<file path="src/common/ecnt_pkg.sv">
// shared constants and state types for the i2c-read event counter
// Contract
// - 24-bit up-counter spanning 0 to 16,777,215
// - clear input low resets the counter
// - clear released high starts counting
// - each count input rising edge adds one
// - wrap output toggles on every max-to-zero rollover
// - wrap output low after power-on reset
// - controller reads count over two-wire bus
// - data bits move in step with controller clock
// - data line only pulled low or released
`default_nettype none
package ecnt_pkg;
  localparam int CNT_W = 24;
  localparam logic [CNT_W-1:0] CNT_MAX = 24'hFFFFFF;
  localparam logic [CNT_W-1:0] CNT_RST = 24'h000000;
  localparam int BYTE_W = 8;
  localparam logic [1:0] LAST_BYTE = 2'h2;
  localparam logic [2:0] LAST_BIT = 3'h7;
  localparam int RW_BIT = 0;
  // default bus address; value is arbitrary
  localparam logic [6:0] DEV_ADDR_DEF = 7'h3A;
  // filtered pin indices and their reset levels: bus lines high, count and clear_n low
  localparam int PIN_N = 4;
  localparam int PIN_SDA = 0;
  localparam int PIN_SCL = 1;
  localparam int PIN_CNT = 2;
  localparam int PIN_CLR = 3;
  localparam logic [PIN_N-1:0] PIN_RST = 4'h3;

  typedef enum logic [2:0] {
    ECNT_IDLE = 3'b000,
    ECNT_ADDR = 3'b001,
    ECNT_ACHK = 3'b010,
    ECNT_AACK = 3'b011,
    ECNT_TX = 3'b100,
    ECNT_TACK = 3'b101,
    ECNT_TLOAD = 3'b110
  } ecnt_bus_st_t;

  typedef struct packed {
    logic s1;
    logic s2;
    logic s3;
    logic lvl;
  } ecnt_filt_t;

  typedef struct packed {
    logic [CNT_W-1:0] cnt;
    logic wrap;
    logic cnt_prev;
    logic scl_prev;
    logic sda_prev;
    ecnt_bus_st_t st;
    logic [2:0] bitcnt;
    logic [1:0] bytecnt;
    logic [BYTE_W-1:0] shreg;
    logic [CNT_W-1:0] snap;
    logic sda_pull;
  } ecnt_state_t;
endpackage : ecnt_pkg
`default_nettype wire

</file>
<file path="src/hdl/ecnt_top.sv">
// 24-bit event counter with wrap toggle and i2c read-out
`timescale 1ns/10ps
`default_nettype none
module ecnt_top #(
  parameter logic [6:0] DEV_ADDR = ecnt_pkg::DEV_ADDR_DEF
) (
  input wire logic clk,
  input wire logic sys_rst,
  input wire logic count_input,
  input wire logic clear_n,
  input wire logic scl_in,
  input wire logic sda_in,
  output logic sda_out,
  output logic sda_oe,
  output logic wrap_out,
  output logic [ecnt_pkg::CNT_W-1:0] count_value
);
  import ecnt_pkg::*;

  ecnt_state_t q, d;
  logic [PIN_N-1:0] pin_raw;
  logic [PIN_N-1:0] pin_lvl;
  logic cnt_lvl;
  logic clr_n_lvl;
  logic scl_lvl;
  logic sda_lvl;
  logic cnt_rise;
  logic scl_rise;
  logic scl_fall;
  logic bus_start;
  logic bus_stop;
  logic addr_hit;

  // pick one byte of the snapshot, index 0 is the most significant
  function automatic logic [BYTE_W-1:0] snap_byte(
    input logic [CNT_W-1:0] val,
    input logic [1:0] idx
  );
    logic [BYTE_W-1:0] b;
    case (idx)
      2'h0: b = val[23:16];
      2'h1: b = val[15:8];
      default: b = val[7:0];
    endcase
    return b;
  endfunction : snap_byte

  assign pin_raw[PIN_SDA] = sda_in;
  assign pin_raw[PIN_SCL] = scl_in;
  assign pin_raw[PIN_CNT] = count_input;
  assign pin_raw[PIN_CLR] = clear_n;

  // every pin is foreign to clk, so each gets its own filter
  generate
    for (genvar i = 0; i < PIN_N; i++)
    begin : g_pin
      ecnt_pin_filt #(
        .RST_LVL(PIN_RST[i])
      ) u_filt (
        .clk(clk),
        .sys_rst(sys_rst),
        .pin_in(pin_raw[i]),
        .level(pin_lvl[i])
      );
    end
  endgenerate

  assign sda_lvl = pin_lvl[PIN_SDA];
  assign scl_lvl = pin_lvl[PIN_SCL];
  assign cnt_lvl = pin_lvl[PIN_CNT];
  assign clr_n_lvl = pin_lvl[PIN_CLR];

  // edge and bus-condition decode on filtered levels
  assign cnt_rise = cnt_lvl & ~q.cnt_prev;
  assign scl_rise = scl_lvl & ~q.scl_prev;
  assign scl_fall = ~scl_lvl & q.scl_prev;
  assign bus_start = scl_lvl & q.scl_prev & q.sda_prev & ~sda_lvl;
  assign bus_stop = scl_lvl & q.scl_prev & ~q.sda_prev & sda_lvl;
  // only a read addressed to us is answered; writes are not acked
  assign addr_hit = (q.shreg[7:1] == DEV_ADDR) && q.shreg[RW_BIT];

  // next-state logic for counter and bus engine
  always_comb
  begin
    d = q;
    d.cnt_prev = cnt_lvl;
    d.scl_prev = scl_lvl;
    d.sda_prev = sda_lvl;

    // clear dominates counting, independent of count input edges
    if (!clr_n_lvl)
    begin
      d.cnt = CNT_RST;
    end
    else if (cnt_rise)
    begin
      // counting resumes once clear reads high
      d.cnt = q.cnt + 24'h000001;
      if (q.cnt == CNT_MAX)
      begin
        d.wrap = ~q.wrap;
      end
    end

    // start and stop win over any byte in flight
    if (bus_start)
    begin
      d.st = ECNT_ADDR;
      d.bitcnt = 3'h0;
      d.shreg = 8'h00;
      d.sda_pull = 1'b0;
    end
    else if (bus_stop)
    begin
      d.st = ECNT_IDLE;
      d.sda_pull = 1'b0;
    end
    else
    begin
      case (q.st)
        ECNT_IDLE:
        begin
          d.sda_pull = 1'b0;
        end
        ECNT_ADDR:
        begin
          // address bits are sampled while the clock is high
          if (scl_rise)
          begin
            d.shreg = {q.shreg[6:0], sda_lvl};
            d.bitcnt = q.bitcnt + 3'h1;
            if (q.bitcnt == LAST_BIT)
            begin
              d.st = ECNT_ACHK;
            end
          end
        end
        ECNT_ACHK:
        begin
          if (scl_fall)
          begin
            if (addr_hit)
            begin
              d.sda_pull = 1'b1;
              d.snap = q.cnt;
              d.st = ECNT_AACK;
            end
            else
            begin
              d.st = ECNT_IDLE;
            end
          end
        end
        ECNT_AACK:
        begin
          // end of ack slot: present msb of first byte
          if (scl_fall)
          begin
            d.bytecnt = 2'h0;
            d.bitcnt = 3'h0;
            d.shreg = snap_byte(q.snap, 2'h0);
            d.sda_pull = ~q.snap[23];
            d.st = ECNT_TX;
          end
        end
        ECNT_TX:
        begin
          // data changes only while the clock is low
          if (scl_fall)
          begin
            d.bitcnt = q.bitcnt + 3'h1;
            if (q.bitcnt == LAST_BIT)
            begin
              d.sda_pull = 1'b0;
              d.st = ECNT_TACK;
            end
            else
            begin
              d.shreg = {q.shreg[6:0], 1'b0};
              d.sda_pull = ~q.shreg[6];
            end
          end
        end
        ECNT_TACK:
        begin
          // controller nack or third byte done ends the read
          if (scl_rise)
          begin
            if (sda_lvl || (q.bytecnt == LAST_BYTE))
            begin
              d.st = ECNT_IDLE;
            end
            else
            begin
              d.st = ECNT_TLOAD;
            end
          end
        end
        ECNT_TLOAD:
        begin
          if (scl_fall)
          begin
            d.bytecnt = q.bytecnt + 2'h1;
            d.bitcnt = 3'h0;
            d.shreg = snap_byte(q.snap, q.bytecnt + 2'h1);
            // a function result cannot be bit-selected, so use the loaded byte
            d.sda_pull = ~d.shreg[BYTE_W-1];
            d.st = ECNT_TX;
          end
        end
        default:
        begin
          d.st = ECNT_IDLE;
          d.sda_pull = 1'b0;
        end
      endcase
    end
  end

  // single state register; wrap and counter clear on reset
  always_ff @(posedge clk or posedge sys_rst)
  begin
    if (sys_rst)
    begin
      q.cnt <= CNT_RST;
      q.wrap <= 1'b0;
      q.cnt_prev <= 1'b0;
      q.scl_prev <= 1'b1;
      q.sda_prev <= 1'b1;
      q.st <= ECNT_IDLE;
      q.bitcnt <= 3'h0;
      q.bytecnt <= 2'h0;
      q.shreg <= 8'h00;
      q.snap <= CNT_RST;
      q.sda_pull <= 1'b0;
    end
    else
    begin
      q <= d;
    end
  end

  // open-drain data: low when enabled, never driven high
  assign sda_out = 1'b0;
  assign sda_oe = q.sda_pull;
  // the serial clock is input only, there is no clock driver here
  assign wrap_out = q.wrap;
  assign count_value = q.cnt;
endmodule : ecnt_top
`default_nettype wire

</file>
<file path="src/hdl/ecnt_pin_filt.sv">
// three-stage pin synchroniser with agreement filter
`timescale 1ns/10ps
`default_nettype none
module ecnt_pin_filt #(
  parameter logic RST_LVL = 1'b0
) (
  input wire logic clk,
  input wire logic sys_rst,
  input wire logic pin_in,
  output logic level
);
  import ecnt_pkg::*;

  ecnt_filt_t q, d;

  // s1 feeds only s2; level follows once s2 and s3 agree
  always_comb
  begin
    d = q;
    d.s1 = pin_in;
    d.s2 = q.s1;
    d.s3 = q.s2;
    if (q.s2 == q.s3)
    begin
      d.lvl = q.s3;
    end
  end

  always_ff @(posedge clk or posedge sys_rst)
  begin
    if (sys_rst)
    begin
      q <= '{s1: RST_LVL, s2: RST_LVL, s3: RST_LVL, lvl: RST_LVL};
    end
    else
    begin
      q <= d;
    end
  end

  assign level = q.lvl;
endmodule : ecnt_pin_filt
`default_nettype wire

</file>
<file path="config.mk">
export PLATFORM = sky130hd
export DESIGN_NAME = ecnt_top
export DESIGN_NICKNAME = d
export VERILOG_FILES = /design/src/common/ecnt_pkg.sv /design/src/hdl/ecnt_top.sv /design/src/hdl/ecnt_pin_filt.sv
export SDC_FILE = /design/constraint.sdc
export NUM_CORES = 1
export LEC_CHECK = 0
export ABC_CLOCK_PERIOD_IN_PS = 3000
export BUFFER_PORTS_ARGS = -buffer_cell sky130_fd_sc_hd__buf_2
export CORE_AREA = 10 10 98 100
export CTS_CLUSTER_DIAMETER = 50
export DETAILED_ROUTE_END_ITERATION = 10
export DIE_AREA = 0 0 108 110
export PLACE_DENSITY = 0.76
export SYNTH_ARGS = -nofsm -noshare
export SYNTH_HDL_FRONTEND = slang
export SYNTH_SLANG_ARGS = --single-unit
</file>
<file path="constraint.sdc">
create_clock -name clk -period 3 [get_ports clk]
set_input_delay 0 -clock clk [delete_from_list [all_inputs] [get_ports clk]]
set_output_delay 0 -clock clk [all_outputs]
set_load 0.05 [all_outputs]
</file>
# Word level (Yosys, flattened, before mapping)
# Index checks and enable logic that the tools add are counted.
# W data, S select, Z words.
[op_classes]
n_reduce_logical = 14
n_eq_ne = 35
bitwise = 19
n_addsub = 3
n_mux = 39
[ops]
columns = ["cell", "n"]
rows = [
  ["$mux W25", 3],
  ["$mux W8", 8],
  ["$mux W24", 2],
  ["$mux W37", 1],
  ["$ne A4 B4 Y1 const B", 9],
  ["$mux W16", 2],
  ["$pmux W8 S4", 1],
  ["$add A24 B1 Y24 const B", 1],
  ["$eq A24 B24 Y1 const B", 1],
  ["$pmux W3 S7", 1],
  ["$mux W3", 6],
  ["$mux W6", 3],
  ["$ne A3 B3 Y1 const B", 6],
  ["$pmux W8 S2", 1],
  ["$eq A3 B3 Y1 const B", 4],
  ["$pmux W3 S4", 1],
  ["$reduce_and A6 Y1", 2],
  ["$not A1 Y1", 11],
  ["$reduce_and A5 Y1", 2],
  ["$reduce_and A9 Y1", 1],
  ["$and A1 B1 Y1", 8],
  ["$ne A2 B2 Y1 const B", 4],
  ["$eq A7 B6 Y1 const B", 1],
  ["$mux W1", 7],
  ["other kinds (20)", 24],
]
[totals]
reg_bits = 85
wordCells = 137
input_bits = 6
out_inout_bits = 27

# Longest topological paths before layout
[logic_depth]
word_depth = 12
mapped_depth = 7
mapped_depth_nobuf = 6

# By module
# From an unflattened synthesis, not the netlist that was laid out.
[unflattened]
hier_cells = 429
area_unflattened_um2 = 4446.8
[modules_own_cells]
columns = ["module", "area_per_inst_um2", "instances", "seq_area_each_um2", "cells_per_inst"]
rows = [
  ["ecnt_top", 3976.3, 1, 1729.2, 405],
  ["ecnt_pin_filt (g_pin[0].u_filt ...)", 120.1, 2, 105.1, 6],
  ["ecnt_pin_filt (g_pin[2].u_filt ...)", 115.1, 2, 100.1, 6],
]

# Worst setup path after synthesis
# Ideal clock, no wire load.
[synth_path]
kind = "register -> register"
start = "register q[33] in the netlist's numbering"
end = "register q[31] in the netlist's numbering"
period_less_slack_ps = 1902
setup_time_ps = 121
path_buffers = 1
required_time_ps = 2879
stages_incl_launch_ff = 8
setup_slack_ps = 1098
arrival_time_ps = 1781
cell_sequence = "dfrtp_1 > inv_1 > ha_1 > and4b_1 > buf_1 > a32o_1 > a221o_1 > a22o_2"
[synth_via]
elab_chain_len = 11
elab_cells_between_ends = 12
classes_between = "add/sub: 1; eq/ne: 1; mux: 9; reduce/logical: 1"
[synth_rtl]
columns = ["element", "line", "text"]
rows = [
  ["from (decl)", "ecnt_top.sv:20", "ecnt_state_t q, d;"],
  ["$add A2 B1 Y2 (*)", "ecnt_top.sv:205", "d.shreg = snap_byte(q.snap, q.bytecnt + 2'h1);"],
  ["$eq A2 B1 Y1 or $logic_not A2 Y1 (tied branches)", "ecnt_top.sv:40", "case (idx)"],
  ["$pmux W8 S2 (*)", "ecnt_top.sv:40", ""],
  ["$mux W8 (*)", "ecnt_top.sv:201", "if (scl_fall)"],
  ["$mux W8 (*)", "ecnt_top.sv:120", "case (q.st)"],
  ["$mux W8 (*)", "ecnt_top.sv:113", "else if (bus_stop)"],
  ["$mux W8 (*)", "ecnt_top.sv:106", "if (bus_start)"],
  ["$mux W16 (*)", "ecnt_top.sv:201", ""],
  ["$pmux W8 S4 (*)", "ecnt_top.sv:120", ""],
  ["$mux W37 (*)", "ecnt_top.sv:113", ""],
  ["$mux W8 (*)", "ecnt_top.sv:106", ""],
]
# Every way passes the cells marked *; elsewhere a longest branch is shown, timed or not. The select of a mux whose other input is x is not followed.
# A chain may end at the register's enable or synchronous reset.

# Worst setup path after layout
[layout_path]
start = "register q, in the netlist count_value[3]"
end = "register q, in the netlist count_value[17]"
[layout_via]
elab_chain_len = 3
[layout_rtl]
columns = ["element", "line", "text"]
rows = [
  ["$add A24 B1 Y24", "ecnt_top.sv:98", "d.cnt = q.cnt + 24'h000001;"],
  ["$mux W25", "ecnt_top.sv:95", "else if (cnt_rise)"],
  ["$mux W24", "ecnt_top.sv:91", "if (!clr_n_lvl)"],
]
# No other way between the ends. The select of a mux whose other input is x is not followed.

==> impl_metrics.ini <==
[worst_setup_path]
path_buf_inv = 0
cpPeakStageDelay_ns = 0.63
slowest_stage = or4_1
crit_fanout = 14
critPathLaunchType = flip-flop
path_cells = and2_1 -> nand3_1 -> or4_1 -> a21oi_1
crit_type = flip-flop to flip-flop
cp-end-kind = flip-flop
path_delay_family = simple AND/OR/NAND/NOR gates
required_ns = 3.27
cp_data_arrival_time_ns = 2.46

[clocking]
post_cts_buffers = 0
root_buffer = clkbuf_8
cts_buffer_depth = 2
clock-sinks = 85
h-tree-depth = 3
hold_buffers = 5
clock_latency_ns = 0.36
post_cts_resized = 0
path_clk_slew_ns = 0.10
numCtsBuffers = 9
cts_tree = built

[route]
route.detailed.drc = 0
via_per_inst = 6.02
vias = 3012
route.antenna.remaining_nets = 0
drtIter0Drc = 122
drt-total-wl_mm = 9.27
first_pass_iters = 6
detail_route.wl_per_cell_um = 18.5

[finish]
drive_gt1_share_pct = 24.4
final_common_cell = dfrtp_1
area_growth_pct = 5.77
diodes = 0
mostFrequentLayoutCells = dfrtp_1 (75), buf_2 (31), mux2_4 (20)
nets = 405

[synth]
synth_mux_area_share_pct = 8.70
synthAdderAreaFrac_pct = 2.59
synth_top_family_by_area = simple AND/OR/NAND/NOR gates
synth.distinct_cells = 70
synthCells = 387
ys_seq_area_share_pct = 48.2
synth_warnings = 0
synthesis.area_sq_um = 4440
synth-edff-count = 0
async_flop_share_pct = 100
ys_ff_latch = 85
synth_xor_area_share_pct = 2.37
syn_nets = 399
syn_area_per_cell_sq_um = 11.5
synth_compound_area_share_pct = 13.8
synth_ff_type = dfrtp_1
synthSimpleGateAreaFrac_pct = 16.2

[floorplanning]
core_sq_um = 7650
die_w_um = 108
initial_core_util_pct = 58.1
die_h_um = 110
dieArea_sq_um = 11900
ios = 33
rows = 32

[timing]
post-route-period-util_pct = 72.9
maxSlewHeadroom_pct = 54.8
setup_ws_ns = 0.812
setup_violations = 0
setup_tns_ns = 0
fmaxAchievable_mhz = 457
skew_ns = 0.0120
worstMarginPinSlew_ns = 0.678
rsz0062_at_grt = no
hold_viol_final = 0
slew_violations = 0
min_period_ns = 2.19

[global_routing]
grt.busiest_layer = met2
grt_use_met2_pct = 25.1
grt-ovfl-total = 0
grt_pass1_vias = 3078
grt_use_met1_pct = 21.8
grt_pass1_wl_mm = 15.5
grt_max_degree = 39
grt_usage_pct = 16.3
grt_util_met3_pct = 3.31
antenna_found_initial = 0

[run_status]
status = completed

[placement]
gp_congestion = 0.888
port_buffers = 31
dp_hpwl_mm = 6.59
place_ws_ns = 0.895

[pwr]
power_density_nw_per_um2 = 522
ir_drop_v = 0.000369
total_power_w = 0.00245
p_leak_nw = 2.17

[flow_run]
cap_violations = 0

[worst_hold_path]
hold_path_class = primary input to async pin
cell families (layout without fill, tap and decap cells):
kind of cell               after synthesis  in the layout
DFF                                     85             85
xor gates and xnor gates                12             12
adders and majority gates               10             10
buffers and inverters                   56             67
other                                    1              1
and+or+nand+nor                        114            114
AOI/OAI and AO/OA                       81             81
muxes                                   28             28
cell type report:
type                            instances  area (sq um)
Tap cell                              102           128
Multi-Input combinational cell        246          1950
Sequential cell                        85          2140
Fill cell                             607          2950
Inverter                               10          38.8
Timing Repair Buffer                   41           243
Clock inverter                          7          80.1
Clock buffer                            9           124
metrics by stage:
step                hold slack, ns  util, %  instance area, sq um  instances
floorplan                  0.00448        -                  4440        387
global placement            0.0876     58.1                  4450        479
detailed placement           0.104     58.1                  4450        479
CTS                          0.255     61.5                  4700        500
global route                 0.275     61.5                  4700        500
finish                       0.241     61.5                  4700        500
cell usage after synthesis, types with 6 or more instances:
cell,count,area [sq um]
a21oi_1,12,60.1
a221o_1,6,60.1
a32o_1,8,80.1
and3_1,6,37.5
buf_2,9,45.0
buf_4,26,195
clkbuf_1,6,22.5
dfrtp_1,75,1880
dfstp_2,10,263
ha_1,6,75.1
inv_1,10,37.5
mux2_4,20,300
nand2_1,11,41.3
nand2b_1,6,37.5
nand3_1,15,75.1
nand4_1,10,62.6
nor2_1,15,56.3
nor2b_1,6,37.5
o21ai_0,14,70.1
or3_1,8,50.1
xor2_1,11,96.3
state kept, by name (all words and copies together) (netlist names):
name	count
q	43
count_value	24
g_pin.u_filt.d	8
g_pin.u_filt.level	4
g_pin.u_filt.q	4
sda_oe	1
wrap_out	1
worst register-to-register path: stages, from the launching register on:
cell,delay [ns]
dfrtp_1,0.43
and2_1,0.40
nand3_1,0.48
or4_1,0.64
a21oi_1,0.16
path summary, 6_finish.rpt:
kind	startpoint	end	slack [ns]	depth (start not counted)
setup reg to reg	count_value[3]$_DFFE_PP0P_	count_value[17]$_DFFE_PP0P_	0.81	4
max in group asynchronous	sys_rst	q[23]$_DFFE_PP0P_	1.94	4
setup / recovery	count_value[3]$_DFFE_PP0P_	count_value[17]$_DFFE_PP0P_	0.81	4
hold reg to reg	g_pin[1].u_filt.d[2]$_DFF_PP1_	g_pin[1].u_filt.d[1]$_DFF_PP1_	0.36	0
min in group clk	clear_n	g_pin[3].u_filt.d[2]$_DFF_PP0_	0.28	2
hold / removal	sys_rst	q[34]$_DFFE_PP0P_	0.24	3
report_power, final:
part	internal (W)	total [W]	leakage [nW]	switching, W
clock	0.000398	0.000851	0.103	0.000453
combinational	0.000128	0.000284	0.937	0.000157
sequential	0.00121	0.00132	1.13	0.000106
layer usage:
metal / wire length (um) / vias to the layer above
met2: 4400 / 73
met3: 350 / 12
li1: - / 1428
met1: 4380 / 1499
met4: 142 / 0
met5: 0 / -
Note: power is estimated with default switching activity, not from simulation.
